## src/swp_pkg.sv

```systemverilog
// Purpose: shared constants and types of the single-wire slave physical layer
// Assumes: 100 MHz reference clock, all times given in ns
// Notes:   cycle counts are derived from the times; least times round up, longest round down
package swp_pkg;

    // ************************************************************
    // clock and counter geometry
    // ************************************************************
    localparam int          CLK_NS    = 10;
    localparam int          CNT_W     = 17;
    localparam logic [16:0] CNT_MAX   = 17'h1FFFF;

    // ************************************************************
    // line timing in ns (standard / overdrive)
    // ************************************************************
    localparam int LONG_RST_NS   = 690000;  // reset_low_time that leaves overdrive
    localparam int OD_SHORT_NS   = 80000;   // longest reset_low_time that keeps overdrive
    localparam int STD_RST_NS    = 440000;  // low time taken as reset, standard
    localparam int OD_RST_NS     = 40000;   // low time taken as reset, overdrive
    localparam int STD_PWAIT_NS  = 15000;   // presence_wait_time
    localparam int OD_PWAIT_NS   = 2000;
    localparam int STD_PLOW_NS   = 60000;   // presence_low_time
    localparam int OD_PLOW_NS    = 8000;
    localparam int STD_SAMP_NS   = 30000;   // write sample point after the fall
    localparam int OD_SAMP_NS    = 3000;
    localparam int STD_HOLD_NS   = 30000;   // read-zero pulldown, longest
    localparam int OD_HOLD_NS    = 3000;
    localparam int STD_REH_NS    = 5000;    // rising_edge_holdoff
    localparam int OD_REH_NS     = 1000;
    localparam int STD_FILT_NS   = 50;      // extra fall filtering, standard only

    // ************************************************************
    // derived cycle counts
    // ************************************************************
    localparam logic [16:0] LONG_RST_CYC  = 17'((LONG_RST_NS + CLK_NS - 1) / CLK_NS);
    localparam logic [16:0] OD_SHORT_CYC  = 17'(OD_SHORT_NS / CLK_NS);
    localparam logic [16:0] STD_RST_CYC   = 17'((STD_RST_NS + CLK_NS - 1) / CLK_NS);
    localparam logic [16:0] OD_RST_CYC    = 17'((OD_RST_NS + CLK_NS - 1) / CLK_NS);
    localparam logic [16:0] STD_PWAIT_CYC = 17'((STD_PWAIT_NS + CLK_NS - 1) / CLK_NS);
    localparam logic [16:0] OD_PWAIT_CYC  = 17'((OD_PWAIT_NS + CLK_NS - 1) / CLK_NS);
    localparam logic [16:0] STD_PLOW_CYC  = 17'((STD_PLOW_NS + CLK_NS - 1) / CLK_NS);
    localparam logic [16:0] OD_PLOW_CYC   = 17'((OD_PLOW_NS + CLK_NS - 1) / CLK_NS);
    localparam logic [16:0] STD_SAMP_CYC  = 17'((STD_SAMP_NS + CLK_NS - 1) / CLK_NS);
    localparam logic [16:0] OD_SAMP_CYC   = 17'((OD_SAMP_NS + CLK_NS - 1) / CLK_NS);
    localparam logic [16:0] STD_HOLD_CYC  = 17'(STD_HOLD_NS / CLK_NS);
    localparam logic [16:0] OD_HOLD_CYC   = 17'(OD_HOLD_NS / CLK_NS);
    localparam logic [16:0] STD_REH_CYC   = 17'((STD_REH_NS + CLK_NS - 1) / CLK_NS);
    localparam logic [16:0] OD_REH_CYC    = 17'((OD_REH_NS + CLK_NS - 1) / CLK_NS);
    localparam logic [2:0]  FILT_CYC      = 3'((STD_FILT_NS + CLK_NS - 1) / CLK_NS);

    // ************************************************************
    // crc polynomials, reflected for lsb-first shifting
    // ************************************************************
    localparam logic [7:0]  CRC8_POLY_REF  = 8'h8C;    // x^8+x^5+x^4+1
    localparam logic [15:0] CRC16_POLY_REF = 16'hA001; // x^16+x^15+x^2+1

    // ************************************************************
    // line state machine
    // ************************************************************
    typedef enum logic [2:0] {
        ST_IDLE,
        ST_SLOT,
        ST_RST,
        ST_PWAIT,
        ST_PLOW,
        ST_HOLD
    } swp_state_t;

endpackage : swp_pkg

```

## src/swp_crc_if.sv

```systemverilog
// Purpose: carrier between the line engine and one crc generator
// Assumes: one clock domain
// Notes:   clr wins over shift in the same cycle
`timescale 1ns/1ps
`default_nettype none
interface swp_crc_if #(parameter int W = 8);
    logic         clr;
    logic         shift;
    logic         din;
    logic [W-1:0] q;

    modport ctl (output clr, output shift, output din, input q);
    modport gen (input clr, input shift, input din, output q);
endinterface : swp_crc_if
`default_nettype wire

```

## src/swp_crc_gen.sv

```systemverilog
// Purpose: lsb-first crc shift register of any width
// Assumes: one bit per shift pulse
// Notes:   output is the raw register; inversion is done by the user
`timescale 1ns/1ps
`default_nettype none
module swp_crc_gen #(
    parameter int           W        = 8,
    parameter logic [W-1:0] POLY_REF = '0
) (
    // clock and reset
    input  wire logic ref_clk_i,
    input  wire logic reset_i,
    // crc control
    swp_crc_if.gen    bus
);
    import swp_pkg::*;

    typedef struct packed {
        logic [W-1:0] crc;
    } swp_crcst_t;

    swp_crcst_t st_ff;
    swp_crcst_t nxt_st;

    // galois step, feedback from the bit leaving the low end
    always_comb begin
        nxt_st = st_ff;
        if (bus.clr) begin
            nxt_st.crc = '0;
        end else if (bus.shift) begin
            nxt_st.crc = (st_ff.crc >> 1) ^ ((st_ff.crc[0] ^ bus.din) ? POLY_REF : '0);
        end
    end

    always_ff @(posedge ref_clk_i or posedge reset_i) begin
        if (reset_i) begin
            st_ff <= '0;
        end else begin
            st_ff <= nxt_st;
        end
    end

    assign bus.q = st_ff.crc;
endmodule : swp_crc_gen
`default_nettype wire

```

## src/swp_fall_filter.sv

```systemverilog
// Purpose: low-pass on the falling edge that opens a slot
// Assumes: line input already synchronous
// Notes:   rising edges pass at once; bypass removes the filter
`timescale 1ns/1ps
`default_nettype none
module swp_fall_filter (
    // clock and reset
    input  wire logic ref_clk_i,
    input  wire logic reset_i,
    // line and mode
    input  wire logic line_i,
    input  wire logic bypass_i,
    // filtered low level
    output logic      low_o
);
    import swp_pkg::*;

    typedef struct packed {
        logic [2:0] cnt;
        logic       low;
    } swp_filt_t;

    swp_filt_t st_ff;
    swp_filt_t nxt_st;

    // count consecutive low samples, release on first high
    always_comb begin
        nxt_st = st_ff;
        if (line_i) begin
            nxt_st.cnt = 3'h0;
            nxt_st.low = 1'b0;
        end else if (bypass_i) begin
            nxt_st.low = 1'b1;
        end else if (st_ff.cnt + 3'h1 >= FILT_CYC) begin
            nxt_st.low = 1'b1;
        end else begin
            nxt_st.cnt = st_ff.cnt + 3'h1;
        end
    end

    always_ff @(posedge ref_clk_i or posedge reset_i) begin
        if (reset_i) begin
            st_ff <= '0;
        end else begin
            st_ff <= nxt_st;
        end
    end

    assign low_o = st_ff.low;
endmodule : swp_fall_filter
`default_nettype wire

```

## src/swp_phy.sv

```systemverilog
// Purpose: slave physical layer of a single-wire open-drain bus with crc generators
// Assumes: line_i synchronous to ref_clk_i; command layer drives overdrive set and crc gating
// Notes:   line is open drain: line_o is always low, line_oe_o pulls the wire
//
// Overview of operation
// - master starts every signal; device drives alone only for presence
// - standard timing unless overdrive set; overdrive timing then applies everywhere
// - a reset low of 690 us or more returns to standard speed
// - in overdrive a reset low of at most 80 us keeps overdrive
// - after reset release wait presence delay, then pull low for presence time
// - reset high covers presence and recovery; data accepted right after
// - each time slot carries exactly one bit in one direction
// - falling edge starts internal timer for write sample and read hold
// - a recovery interval follows each slot before the next
// - read zero: device holds line low by own timer; read one: released
// - extra falling-edge filtering at standard speed, bypassed in overdrive
// - glitches inside the rising holdoff are ignored; later lows open slots
// - 8-bit crc x^8+x^5+x^4+1 over identity, sent non-inverted
// - 16-bit crc x^16+x^15+x^2+1, always sent inverted
// - first memory read pass: clear crc, shift command, address, data, no password
// - later memory read passes: clear crc, shift only that pass's data
// - scratchpad write crc over command, address, data; sent at end offset
// - scratchpad read crc over command, address, status, data; sent at end
// - overdrive set by skip 3Ch or matching 69h until long reset
// - each rom command is one byte after presence
`timescale 1ns/1ps
`default_nettype none
module swp_phy
    import swp_pkg::*;
#(
    parameter logic [16:0] LONG_RST_P = swp_pkg::LONG_RST_CYC,
    parameter logic [16:0] STD_RST_P  = swp_pkg::STD_RST_CYC,
    parameter logic [16:0] STD_PLOW_P = swp_pkg::STD_PLOW_CYC,
    parameter logic [16:0] OD_SHORT_P = swp_pkg::OD_SHORT_CYC
) (
    // clock and reset
    input  wire logic        ref_clk_i,
    input  wire logic        reset_i,
    // open-drain line
    input  wire logic        line_i,
    output logic             line_o,
    output logic             line_oe_o,
    // bit level to the command layer
    input  wire logic        tx_en_i,
    input  wire logic        tx_bit_i,
    output logic             rx_bit_o,
    output logic             rx_valid_o,
    output logic             reset_seen_o,
    // speed control
    input  wire logic        od_set_i,
    output logic             overdrive_flag_o,
    // crc control
    input  wire logic        crc8_clear_i,
    input  wire logic        crc8_en_i,
    input  wire logic        crc16_clear_i,
    input  wire logic        crc16_en_i,
    output logic [7:0]       crc8_o,
    output logic [15:0]      crc16_inv_o
);
    import swp_pkg::*;

    typedef struct packed {
        swp_state_t  state;
        logic [16:0] cnt;
        logic        od;
        logic        oe;
        logic        tx_zero;
        logic        sampled;
        logic        rx_bit;
        logic        rx_valid;
        logic        rst_pulse;
        logic [7:0]  crc8;
        logic [15:0] crc16_inv;
    } swp_phy_t;

    swp_phy_t    st_ff;
    swp_phy_t    nxt_st;
    logic        fall_low;
    logic [16:0] samp_cyc;
    logic [16:0] hold_cyc;
    logic [16:0] rst_cyc;
    logic [16:0] pwait_cyc;
    logic [16:0] plow_cyc;
    logic [16:0] reh_cyc;

    swp_crc_if #(.W(8))  c8 ();
    swp_crc_if #(.W(16)) c16 ();

    // ************************************************************
    // submodules
    // ************************************************************

    // slot-start detector, filter only at standard speed
    swp_fall_filter u_filt (
        .ref_clk_i (ref_clk_i),
        .reset_i   (reset_i),
        .line_i    (line_i),
        .bypass_i  (st_ff.od),
        .low_o     (fall_low)
    );

    swp_crc_gen #(.W(8), .POLY_REF(CRC8_POLY_REF)) u_crc8 (
        .ref_clk_i (ref_clk_i),
        .reset_i   (reset_i),
        .bus       (c8)
    );

    swp_crc_gen #(.W(16), .POLY_REF(CRC16_POLY_REF)) u_crc16 (
        .ref_clk_i (ref_clk_i),
        .reset_i   (reset_i),
        .bus       (c16)
    );

    // crc fed one bit per slot with the bit seen on the line
    assign c8.clr    = crc8_clear_i;
    assign c8.shift  = st_ff.rx_valid & crc8_en_i;
    assign c8.din    = st_ff.rx_bit;
    assign c16.clr   = crc16_clear_i;
    assign c16.shift = st_ff.rx_valid & crc16_en_i;
    assign c16.din   = st_ff.rx_bit;

    // ************************************************************
    // speed-dependent timing
    // ************************************************************

    // every waveform follows the current speed
    always_comb begin
        samp_cyc  = st_ff.od ? OD_SAMP_CYC  : STD_SAMP_CYC;
        hold_cyc  = st_ff.od ? OD_HOLD_CYC  : STD_HOLD_CYC;
        rst_cyc   = st_ff.od ? OD_RST_CYC   : STD_RST_P;
        pwait_cyc = st_ff.od ? OD_PWAIT_CYC : STD_PWAIT_CYC;
        plow_cyc  = st_ff.od ? OD_PLOW_CYC  : STD_PLOW_P;
        reh_cyc   = st_ff.od ? OD_REH_CYC   : STD_REH_CYC;
    end

    // ************************************************************
    // line state machine
    // ************************************************************

    // next state of the line engine
    always_comb begin
        nxt_st           = st_ff;
        nxt_st.rx_valid  = 1'b0;
        nxt_st.rst_pulse = 1'b0;
        nxt_st.cnt       = (st_ff.cnt == CNT_MAX) ? st_ff.cnt : st_ff.cnt + 17'h00001;
        nxt_st.crc8      = c8.q;
        nxt_st.crc16_inv = ~c16.q;
        case (st_ff.state)
            ST_IDLE: begin
                // line released while waiting for the master
                nxt_st.oe = 1'b0;
                if (fall_low) begin
                    // timer starts on the slot's falling edge
                    nxt_st.state   = ST_SLOT;
                    nxt_st.cnt     = 17'h00001;
                    nxt_st.sampled = 1'b0;
                    nxt_st.tx_zero = tx_en_i & ~tx_bit_i;
                    nxt_st.oe      = tx_en_i & ~tx_bit_i;
                end
            end
            ST_SLOT: begin
                // read zero: hold low until own timer ends
                if (st_ff.oe && st_ff.cnt >= hold_cyc) begin
                    nxt_st.oe = 1'b0;
                end
                // write bit taken at the sample point of own timer
                if (!st_ff.sampled && st_ff.cnt == samp_cyc) begin
                    nxt_st.rx_bit   = line_i;
                    nxt_st.rx_valid = 1'b1;
                    nxt_st.sampled  = 1'b1;
                end
                // a low held past the reset limit turns the slot into a reset
                if (!line_i && st_ff.cnt >= rst_cyc) begin
                    nxt_st.state = ST_RST;
                end else if (line_i && st_ff.sampled && !st_ff.oe) begin
                    nxt_st.state = ST_HOLD;
                    nxt_st.cnt   = 17'h00000;
                end
            end
            ST_RST: begin
                // long reset drops overdrive, short keeps it
                if (st_ff.cnt >= LONG_RST_P) begin
                    nxt_st.od = 1'b0;
                end
                if (line_i) begin
                    nxt_st.state     = ST_PWAIT;
                    nxt_st.cnt       = 17'h00000;
                    nxt_st.rst_pulse = 1'b1;
                end
            end
            ST_PWAIT: begin
                // presence delay after the line came back high
                if (st_ff.cnt >= pwait_cyc) begin
                    nxt_st.state = ST_PLOW;
                    nxt_st.cnt   = 17'h00000;
                    nxt_st.oe    = 1'b1;
                end
            end
            ST_PLOW: begin
                // presence pulse length from own timer
                if (st_ff.cnt >= plow_cyc) begin
                    nxt_st.state = ST_HOLD;
                    nxt_st.cnt   = 17'h00000;
                    nxt_st.oe    = 1'b0;
                end
            end
            ST_HOLD: begin
                // ignore the line during the rising holdoff
                if (st_ff.cnt >= reh_cyc && line_i) begin
                    nxt_st.state = ST_IDLE;
                end
            end
            default: begin
                // unused code falls back to idle, line released
                nxt_st.state = ST_IDLE;
                nxt_st.oe    = 1'b0;
            end
        endcase
        // overdrive set by the command layer wins over a clear
        if (od_set_i) begin
            nxt_st.od = 1'b1;
        end
    end

    // state register
    always_ff @(posedge ref_clk_i or posedge reset_i) begin
        if (reset_i) begin
            st_ff       <= '0;
            st_ff.state <= ST_IDLE;
        end else begin
            st_ff <= nxt_st;
        end
    end

    // ************************************************************
    // outputs
    // ************************************************************

    // all outputs straight from the state register, except line_o which is tied low
    assign line_o           = 1'b0;
    assign line_oe_o        = st_ff.oe;
    assign rx_bit_o         = st_ff.rx_bit;
    assign rx_valid_o       = st_ff.rx_valid;
    assign reset_seen_o     = st_ff.rst_pulse;
    assign overdrive_flag_o = st_ff.od;
    assign crc8_o           = st_ff.crc8;
    assign crc16_inv_o      = st_ff.crc16_inv;
endmodule : swp_phy
`default_nettype wire

```

## config.mk

```make
export PLATFORM = sky130hd
export DESIGN_NAME = swp_phy
export DESIGN_NICKNAME = d
export VERILOG_FILES = /design/src/swp_pkg.sv /design/src/swp_crc_if.sv /design/src/swp_crc_gen.sv /design/src/swp_fall_filter.sv /design/src/swp_phy.sv
export SDC_FILE = /design/constraint.sdc
export NUM_CORES = 1
export LEC_CHECK = 0
export BUFFER_PORTS_ARGS = -buffer_cell sky130_fd_sc_hd__buf_2
export CORE_MARGIN = 5
export CORE_UTILIZATION = 45
export DETAILED_ROUTE_END_ITERATION = 10
export PLACE_DENSITY_LB_ADDON = 0.08
export SLEW_MARGIN = 30
export SYNTH_ARGS = -nofsm -noshare
export SYNTH_HDL_FRONTEND = slang
export SYNTH_SLANG_ARGS = --single-unit
```

## constraint.sdc

```tcl
create_clock -name ref_clk_i -period 8.25 [get_ports ref_clk_i]
set_clock_uncertainty 0.2 [all_clocks]
set_input_delay 0.825 -clock ref_clk_i [delete_from_list [all_inputs] [get_ports ref_clk_i]]
set_output_delay 0.825 -clock ref_clk_i [all_outputs]
set_load 0.03 [all_outputs]
```

==> results of run 1 <==
[power by group through the flow]
stage	clock network [mW]	registers (mW)	logic, mW
detailed placement	0	0.427	0.100
finish	0.329	0.420	0.100
global placement	0	0.427	0.0988
floorplan	0	0.415	0.0852
global route	0.353	0.423	0.115
CTS	0.343	0.420	0.102
[placed cells by master (no fill, tap or decap), types with 3 or more instances in the layout]
master    Yosys  layout
a211oi_1      6       6
a21o_1        3       3
a21oi_1      36      36
a31oi_1       4       4
and2_1        3       3
and3_1        8       8
buf_2         0      38
clkbuf_8      0      10
dfrtp_1      78      78
ha_1         18      18
inv_1        29      28
nand2_1      58      58
nand3_1       9       9
nand3b_1      3       3
nand4_1      10      10
nor2_1       32      32
nor3_1        6       6
nor4_1        3       3
o21ai_0      12      12
or3_1         5       5
or4_1         3       3
xnor2_1      11      11
xor2_1        8       8
[cell usage after synthesis (all sizes together) (9+ instances only)]
cell / count
dfrtp: 78
nand2: 58
a21oi: 36
nor2: 32
inv: 29
buf: 28
ha: 18
clkbuf: 15
o21ai: 13
xnor2: 11
nand4: 10
and3: 9
nand3: 9
[final cells by class]
| class | instances | area, um2 | area share |
|---|---|---|---|
| clock buffer | 10 | 138 | 0.0321 |
| clock inverter | 6 | 92.6 | 0.0216 |
| inverter | 29 | 110 | 0.0257 |
| multi-input combinational | 270 | 1660 | 0.387 |
| sequential | 78 | 1950 | 0.455 |
| tap | 108 | 135 | 0.0315 |
| timing repair buffer | 39 | 201 | 0.0470 |
[cell families (layout without fill, tap and decap cells)]
| group | Yosys count | in the layout | synth area share |
|---|---|---|---|
| simple gates | 153 | 153 | 0.187 |
| buf+inv | 72 | 84 | 0.0933 |
| flops | 78 | 78 | 0.490 |
| fa+ha+maj | 18 | 18 | 0.0566 |
| other cells | 1 | 1 | 0.000942 |
| xor+xnor | 19 | 19 | 0.0418 |
| mux | 4 | 4 | 0.0107 |
| compound gates | 75 | 75 | 0.120 |
[registers in the layout (all words and copies together) (netlist names)]
register,count
line_oe_o,1
u_filt.st_ff,3
st_ff,21
rx_bit_o,1
crc16_inv_o,16
u_crc16.bus.q,16
rx_valid_o,1
u_crc8.bus.q,8
crc8_o,8
overdrive_flag_o,1
u_filt.low_o,1
reset_seen_o,1
[per-layer routing]
layer  global-route usage  part of all wire  routed length [um]
met1                0.192              0.46                3610
met2                0.240              0.48                3710
met3               0.0329             0.041                 317
met4               0.0583             0.019                 150
met5                    0                 0                   0
[worst max path at each step]
stage	cells past startpoint	slack (ns)	to
6_report	8	4.62	st_ff[42]
5_1_grt	8	4.35	st_ff[45]
4_1_cts	8	4.57	st_ff[42]
3_5_place_dp	8	4.58	st_ff[44]
3_3_place_gp	8	4.68	st_ff[47]
2_1_floorplan	9	5.00	st_ff[45]
==> results.json, run 1 <==
{
  "path_delay_family": "simple AND/OR/NAND/NOR gates",
  "period_share": 0.441,
  "cp-startpoint": "overdrive_flag_o",
  "cts_tree": "done",
  "viasPerCell": 5.29,
  "power_frac_seq": 0.494,
  "holdPathEnd": "crc8_o[2]",
  "rsz0062_at_grt": "false",
  "ys_warn_count": 0,
  "start_util": 0.459,
  "gr-usage-all-layers": 0.148,
  "worst_pin_slew_ns": 0.917,
  "intPower_uw": 616,
  "cts.root.buffer_cell": "clkbuf_8",
  "synth_area_leaders": "dfrtp_1, ha_1, nand2_1",
  "dp.cells": 524,
  "reg2reg_depth": 8,
  "yosysSeqAreaShare": 0.490,
  "drtIter0Drc": 122,
  "ys_ff_latch": 78,
  "hold_path_depth": 0,
  "status": "finished, final reports clean",
  "wire_per_inst_um": 14.4,
  "slowest_delay_ns": 0.76,
  "synth_nets": 448,
  "ios": 40,
  "die_h_um": 104,
  "dr.pass1.iters": 4,
  "worstPathCellList": "inv_1 -> ha_1 -> or4b_1 -> or4_1 -> nand3_1 -> o21ai_2 -> a311oi_4 -> nor2_1",
  "path_clk_slew_ns": 0.08,
  "core_area_mm2": 0.00868,
  "fin_area_mm2": 0.00429,
  "htreeDepth": 3,
  "io_buffer_count": 38,
  "p_sw_uw": 233,
  "max-clock-path-buffers": 2,
  "routabilityCongestion": 0.832,
  "syn_to_final_growth_pct": 7.67,
  "maxSlewViolCount": 0,
  "placed_area_mm2": 0.00406,
  "synth_top_cell_area_share": 0.490,
  "cp_slowest_cell": "a311oi_4",
  "layout_min_cycle_time_ns": 3.63,
  "routed_wl_um": 7790,
  "cts.sinks": 78,
  "holdBufCountCts": 0,
  "drtAntennaViolNets": 0,
  "r2r-end": "st_ff[42]",
  "antenna_found_initial": 0,
  "crit_required_ns": 8.25,
  "comb_power_share": 0.118,
  "n_fill_cell": 833,
  "ctsResizeCount": 0,
  "cts_setup_buffers": 0,
  "reg2reg_from": "overdrive_flag_o",
  "syn-instance-count": 420,
  "post-route-worst-setup-slack_ns": 4.62,
  "tns_ns": 0,
  "grt_max_degree": 79,
  "dieArea_mm2": 0.0108,
  "finalPower_uw": 849,
  "grt_pass1_vias": 2790,
  "grt-ovfl-total": 0,
  "fin_util": 0.494,
  "switching_share": 0.274,
  "instances_no_fill": 540,
  "fin_hold_ws_ns": 0.208,
  "min_path_type": "flip-flop to flip-flop",
  "crit_fanout": 16,
  "worst-path-buf-inv": 1,
  "hpwl_um": 5340,
  "clk_latency_ns": 0.35,
  "max_freq_mhz": 275,
  "syn_avg_cell_area_um2": 9.48,
  "dpl_worst_slack_ns": 4.58,
  "synth_ff_type": "dfrtp_1",
  "rows": 34,
  "p_leak_nw": 1.87,
  "relSlewSlack": 0.384,
  "async_flop_share": 1.00,
  "nets": 455,
  "synth-edff-count": 0,
  "worstSetupStartpointType": "flip-flop",
  "setup_viol": 0,
  "netlist_area_mm2": 0.00398,
  "via_count": 2859,
  "synth.distinct_cells": 53,
  "ir_drop_mv": 0.0853,
  "numCtsBuffers": 9,
  "rrSetupSlack_ns": 4.62,
  "antennaDiodeCount": 0,
  "grt_pass1_wl_um": 13300,
  "path_class": "flip-flop to flip-flop",
  "drcViolationCount": 0,
  "hold_violations": 0,
  "drv_cap": 0,
  "hold_path_startpoint": "u_crc8.bus.q[2]",
  "die-width_um": 104,
  "pwr_density_cell_mw_per_mm2": 198,
  "worst_ep_arrival_time_ns": 3.64,
  "synth_area_leader_cell": "dfrtp_1",
  "layout-drive-gt1-share": 0.150,
  "pwr-share-clk": 0.388,
  "cp-end-kind": "flip-flop"
}
Power figures use the tool's default switching activity.
==> run 2: changes to the inputs <==
==> constraint.sdc (replaced) <==
create_clock -name ref_clk_i -period 3 [get_ports ref_clk_i]
set_clock_uncertainty 0.2 [all_clocks]
set_input_delay 0.3 -clock ref_clk_i [delete_from_list [all_inputs] [get_ports ref_clk_i]]
set_output_delay 0.3 -clock ref_clk_i [all_outputs]
set_load 0.03 [all_outputs]
==> run 2 against run 1 <==
Effect of this change:
- non-clock buffer count rose by 19
- die area did not move
- via count rose by 2.3%
- worst setup slack got worse by 4.5 ns
- total power rose to 3.0 times the previous value
- sequential share of layout area fell by 2.6 points
- routed wire length rose by 6.7%
- register-to-register slack got worse by 4.5 ns
- critical path depth rose by 1
- sequential power rose to 2.7 times the previous value
- combinational power rose to 3.5 times the previous value
==> results.json, run 2 (same netlist as run 1, synthesis figures left out) <==
{
  "ir_drop_mv": 0.269,
  "max-clock-path-buffers": 2,
  "clk_latency_ns": 0.36,
  "grt-ovfl-total": 0,
  "core_area_mm2": 0.00868,
  "gr-usage-all-layers": 0.160,
  "maxSlewViolCount": 0,
  "crit_path_end": "line_oe_o",
  "fin_util": 0.524,
  "max_freq_mhz": 347,
  "worst_pin_slew_ns": 0.721,
  "antennaDiodeCount": 0,
  "io_buffer_count": 38,
  "pwr_density_cell_mw_per_mm2": 566,
  "finalPower_mw": 2.58,
  "wire_per_inst_um": 14.9,
  "path_clk_slew_ns": 0.09,
  "grt_pass1_vias": 2908,
  "antenna_found_initial": 0,
  "relSlewSlack": 0.519,
  "grt_max_degree": 42,
  "rsz0062_at_grt": "false",
  "dp.cells": 538,
  "route.met2.wl_um": 4060,
  "rrSetupSlack_ns": 0.12,
  "cp-startpoint": "overdrive_flag_o",
  "drtAntennaViolNets": 0,
  "dr.pass1.iters": 4,
  "reg2reg_depth": 9,
  "slowest_delay_ns": 0.53,
  "crit_fanout": 4,
  "viasPerCell": 5.23,
  "die_h_um": 104,
  "reg2reg_from": "overdrive_flag_o",
  "via_count": 2926,
  "routed_wl_um": 8320,
  "start_util": 0.459,
  "period_share": 0.961,
  "routedLengthMet1_um": 3740,
  "largest_reg_flops": 21,
  "cts.sinks": 78,
  "r2r-end": "line_oe_o",
  "htreeDepth": 3,
  "min_path_type": "input port to flip-flop",
  "drtIter0Drc": 130,
  "setup_viol": 0,
  "worstSetupStartpointType": "flip-flop",
  "numCtsBuffers": 9,
  "hpwl_um": 5740,
  "status": "finished, final reports clean",
  "layout-drive-gt1-share": 0.195,
  "path_class": "flip-flop to flip-flop",
  "ios": 40,
  "dr_wl_met3_um": 359,
  "rows": 34,
  "die-width_um": 104,
  "final_common_cell": "dfrtp_1",
  "cts_tree": "done",
  "dieArea_mm2": 0.0108,
  "final_cell_mix": "dfrtp_1, nand2_1, buf_2",
  "drv_cap": 0,
  "grt_pass1_wl_um": 14200,
  "worst-path-buf-inv": 2,
  "worstPathCellList": "inv_2 -> ha_1 -> or4b_1 -> or4_4 -> nand3_2 -> o21ai_2 -> buf_4 -> a2111oi_4 -> mux2_4",
  "cp.depth": 9,
  "cp_slowest_cell": "or4_4",
  "p_leak_nw": 2.01,
  "crit_required_ns": 3.05,
  "layout_min_cycle_time_ns": 2.88,
  "highest_layer": "met4",
  "instances_no_fill": 559,
  "routabilityCongestion": 0.790,
  "nets": 474,
  "fin_area_mm2": 0.00455,
  "syn_to_final_growth_pct": 14.2,
  "path_delay_family": "simple AND/OR/NAND/NOR gates",
  "placed_area_mm2": 0.00419,
  "drcViolationCount": 0,
  "cts.root.buffer_cell": "clkbuf_8",
  "hold_violations": 0,
  "cp-end-kind": "flip-flop",
  "worst_ep_arrival_time_ns": 2.93,
  "largest-register": "st_ff"
}
-- run 2: per-stage QoR --
step	setup slack (ns)	hold slack (ns)	TNS (ns)
after floorplan	0.0350	0.174	0
after global placement	-0.0281	0.190	-0.344
after detailed placement	-0.0991	0.190	-1.25
after CTS	0.0255	0.0517	0
after global routing	0.0255	0.0654	0
final	0.116	0.0563	0
-- run 2: how the worst min path moves through the flow --
stage,from,endpoint,depth (start not counted)
after floorplan,u_crc8.bus.q[1],crc8_o[1],0
after global placement,u_crc8.bus.q[6],crc8_o[6],0
after detailed placement,u_crc8.bus.q[7],crc8_o[7],0
after CTS,line_i,u_filt.low_o,2
after global routing,line_i,u_filt.low_o,2
final,line_i,u_filt.low_o,2
-- run 2: cell type report --
cell class / instances / area (um2)
Fill cell: 799 / 4130
Inverter: 29 / 110
Clock buffer: 10 / 138
Timing Repair Buffer: 58 / 373
Tap cell: 108 / 135
Sequential cell: 78 / 1950
Clock inverter: 6 / 140
Multi-Input combinational cell: 270 / 1700
-- run 2: power breakdown --
group	leakage (nW)	total (mW)	switching [mW]	internal [mW]
logic	0.889	0.352	0.203	0.149
registers	0.986	1.14	0.0504	1.09
clock network	0.139	1.08	0.416	0.668
total	2.01	2.58	0.670	1.91
-- run 2: timing repair --
item	in CTS	in global routing
resized for setup	0	7
endpoints found under the setup margin	16	1
hold buffers	3	0
buffers inserted	2	0
pin swaps	1	0
hold endpoints to repair	49	0
gates cloned	0	0
-- run 2: per-layer routing --
metal / up-vias / track usage
li1: 1461 / -
met1: 1397 / 0.204
met2: 56 / 0.263
met3: 12 / 0.0354
met4: 0 / 0.0657
met5: - / 0
==> run 3: changes to the inputs <==
--- a/config.mk
+++ b/config.mk
@@ -7,9 +7,10 @@
 export LEC_CHECK = 0
 export BUFFER_PORTS_ARGS = -buffer_cell sky130_fd_sc_hd__buf_2
 export CORE_MARGIN = 5
-export CORE_UTILIZATION = 45
+export CORE_UTILIZATION = 42
 export DETAILED_ROUTE_END_ITERATION = 10
-export PLACE_DENSITY_LB_ADDON = 0.08
+export GPL_TIMING_DRIVEN = 0
+export PLACE_DENSITY = 0.74
 export SLEW_MARGIN = 30
 export SYNTH_ARGS = -nofsm -noshare
 export SYNTH_HDL_FRONTEND = slang
==> run 3 against run 2 <==
Effect of this change:
- die area grew 6.4%
- non-clock buffer count grew 31
- first-iteration DRC count grew 0.77%
- final cell count grew 9.3%
- routed wire length shrank 4.5%
- worst setup slack lost 0.051 ns
- highest routed layer unchanged
==> results.json, run 3 (same netlist as run 1, synthesis figures left out) <==
{
  "grt-ovfl-total": 0,
  "seq_area_mm2": 0.00195,
  "worst_ep_arrival_time_ns": 2.94,
  "reg2reg_depth": 10,
  "path_delay_family": "simple AND/OR/NAND/NOR gates",
  "viasPerCell": 4.99,
  "worstSetupStartpointType": "flip-flop",
  "hold_violations": 0,
  "final_cell_mix": "dfrtp_1, nand2_1, a21oi_1",
  "ir_drop_mv": 0.331,
  "p_leak_nw": 2.04,
  "grt_pass1_wl_um": 13600,
  "die_h_um": 107,
  "die-width_um": 107,
  "status": "finished, final reports clean",
  "core_area_mm2": 0.00924,
  "cts.sinks": 78,
  "r2r-end": "st_ff[46]",
  "rrSetupSlack_ns": 0.06,
  "setup_viol": 0,
  "drtAntennaViolNets": 0,
  "maxSlewViolCount": 0,
  "htreeDepth": 3,
  "antennaDiodeCount": 0,
  "syn_to_final_growth_pct": 16.6,
  "dieArea_mm2": 0.0115,
  "hold_path_startpoint": "crc8_clear_i",
  "via_count": 3049,
  "cts.root.buffer_cell": "clkbuf_8",
  "wire_per_inst_um": 13.0,
  "drv_cap": 0,
  "hpwl_um": 5600,
  "grt_max_degree": 50,
  "start_util": 0.431,
  "gr-usage-all-layers": 0.145,
  "io_buffer_count": 35,
  "hold_path_depth": 2,
  "worst_pin_slew_ns": 0.793,
  "rows": 35,
  "n_fill_cell": 838,
  "path_clk_slew_ns": 0.09,
  "cts_tree": "done",
  "worstPathCellList": "inv_2 -> ha_1 -> or4b_1 -> or4_4 -> nand3_2 -> o21ai_4 -> a311oi_4 -> buf_6 -> buf_4 -> a21oi_1",
  "reg2reg_from": "overdrive_flag_o",
  "relSlewSlack": 0.467,
  "worst-path-buf-inv": 3,
  "drtIter0Drc": 131,
  "cp-end-kind": "flip-flop",
  "routed_wl_um": 7940,
  "drcViolationCount": 0,
  "pwr_density_cell_mw_per_mm2": 473,
  "rsz0062_at_grt": "false",
  "nets": 505,
  "routabilityCongestion": 0.856,
  "layout_min_cycle_time_ns": 2.94,
  "crit_fanout": 5,
  "dr.pass1.iters": 4,
  "path_class": "flip-flop to flip-flop",
  "grt_pass1_vias": 2963,
  "ios": 40,
  "multi_input_area_mm2": 0.00169,
  "holdPathEnd": "u_crc8.bus.q[6]",
  "numCtsBuffers": 9,
  "finalPower_mw": 2.20,
  "antenna_found_initial": 0,
  "largest-register": "st_ff",
  "clk_latency_ns": 0.35,
  "cp_slowest_cell": "or4_4",
  "layout-drive-gt1-share": 0.214,
  "min_path_type": "input port to flip-flop",
  "max_freq_mhz": 341,
  "fin_hold_ws_ns": 0.101,
  "final_common_cell": "dfrtp_1",
  "max-clock-path-buffers": 2,
  "slowest_delay_ns": 0.53,
  "crit_required_ns": 3.01,
  "largest_reg_flops": 21,
  "period_share": 0.979
}
## run 3: timing repair
item | 4_1_cts | 5_1_grt
endpoints found under the setup margin | 18 | 16
endpoints found under the hold margin | 49 | 0
hold buffers | 2 | 0
gates resized for setup | 2 | 7
buffers inserted | 7 | 1
pin swaps | 1 | 0
## run 3: how the worst max path moves through the flow
| stage | start | endpoint | slack, ns | depth (start not counted) |
|---|---|---|---|---|
| 2_1_floorplan | overdrive_flag_o | line_oe_o | 0.04 | 8 |
| 3_3_place_gp | reset_i | overdrive_flag_o | -0.56 | 2 |
| 3_5_place_dp | overdrive_flag_o | st_ff[35] | -0.33 | 9 |
| 4_1_cts | st_ff[33] | st_ff[46] | 0.003 | 10 |
| 5_1_grt | st_ff[33] | st_ff[34] | 0.002 | 10 |
| 6_report | overdrive_flag_o | st_ff[46] | 0.06 | 10 |
## run 3: stage by stage
step,std cells,setup TNS (ns),area (um2),util,setup slack [ns]
after global placement,584,-29.02,4320,0.468,-0.562
after floorplan,420,0,3980,-,0.0350
after detailed placement,585,-4.50,4340,0.470,-0.332
after CTS,610,0,4600,0.498,0.00265
final,611,0,4640,0.503,0.0644
after global routing,611,0,4640,0.503,0.00160
## run 3: worst reg2reg max path, stage by stage (launching register included)
cell and delay [ns]:
dfrtp_2 0.42, inv_2 0.07, ha_1 0.28, or4b_1 0.45, or4_4 0.53, nand3_2 0.12, o21ai_4 0.10, a311oi_4 0.28
buf_6 0.16, buf_4 0.13, a21oi_1 0.04
## run 3: routing by layer
layer,GRT usage,wire (um),vias to the layer above
met5,0,0,-
met4,0.0442,97,0
met3,0.0348,394,9
met2,0.245,3790,78
met1,0.186,3660,1445
li1,-,-,1517
## run 3: report_power, final
group / total [mW] / internal [mW] / switching [mW]
Clock: 0.728 / 0.310 / 0.418
Combinational: 0.341 / 0.136 / 0.205
Sequential: 1.13 / 1.09 / 0.0406
Total: 2.20 / 1.53 / 0.664
## run 3: layout make-up
class,instances,share of cell area
clock buffers,9,0.0267
clock inverters,7,0.0124
multi-input cells,270,0.365
plain buffers,43,0.0566
flip-flops and latches,78,0.421
inverters,29,0.0240
repair buffers,46,0.0601
well taps,129,0.0348
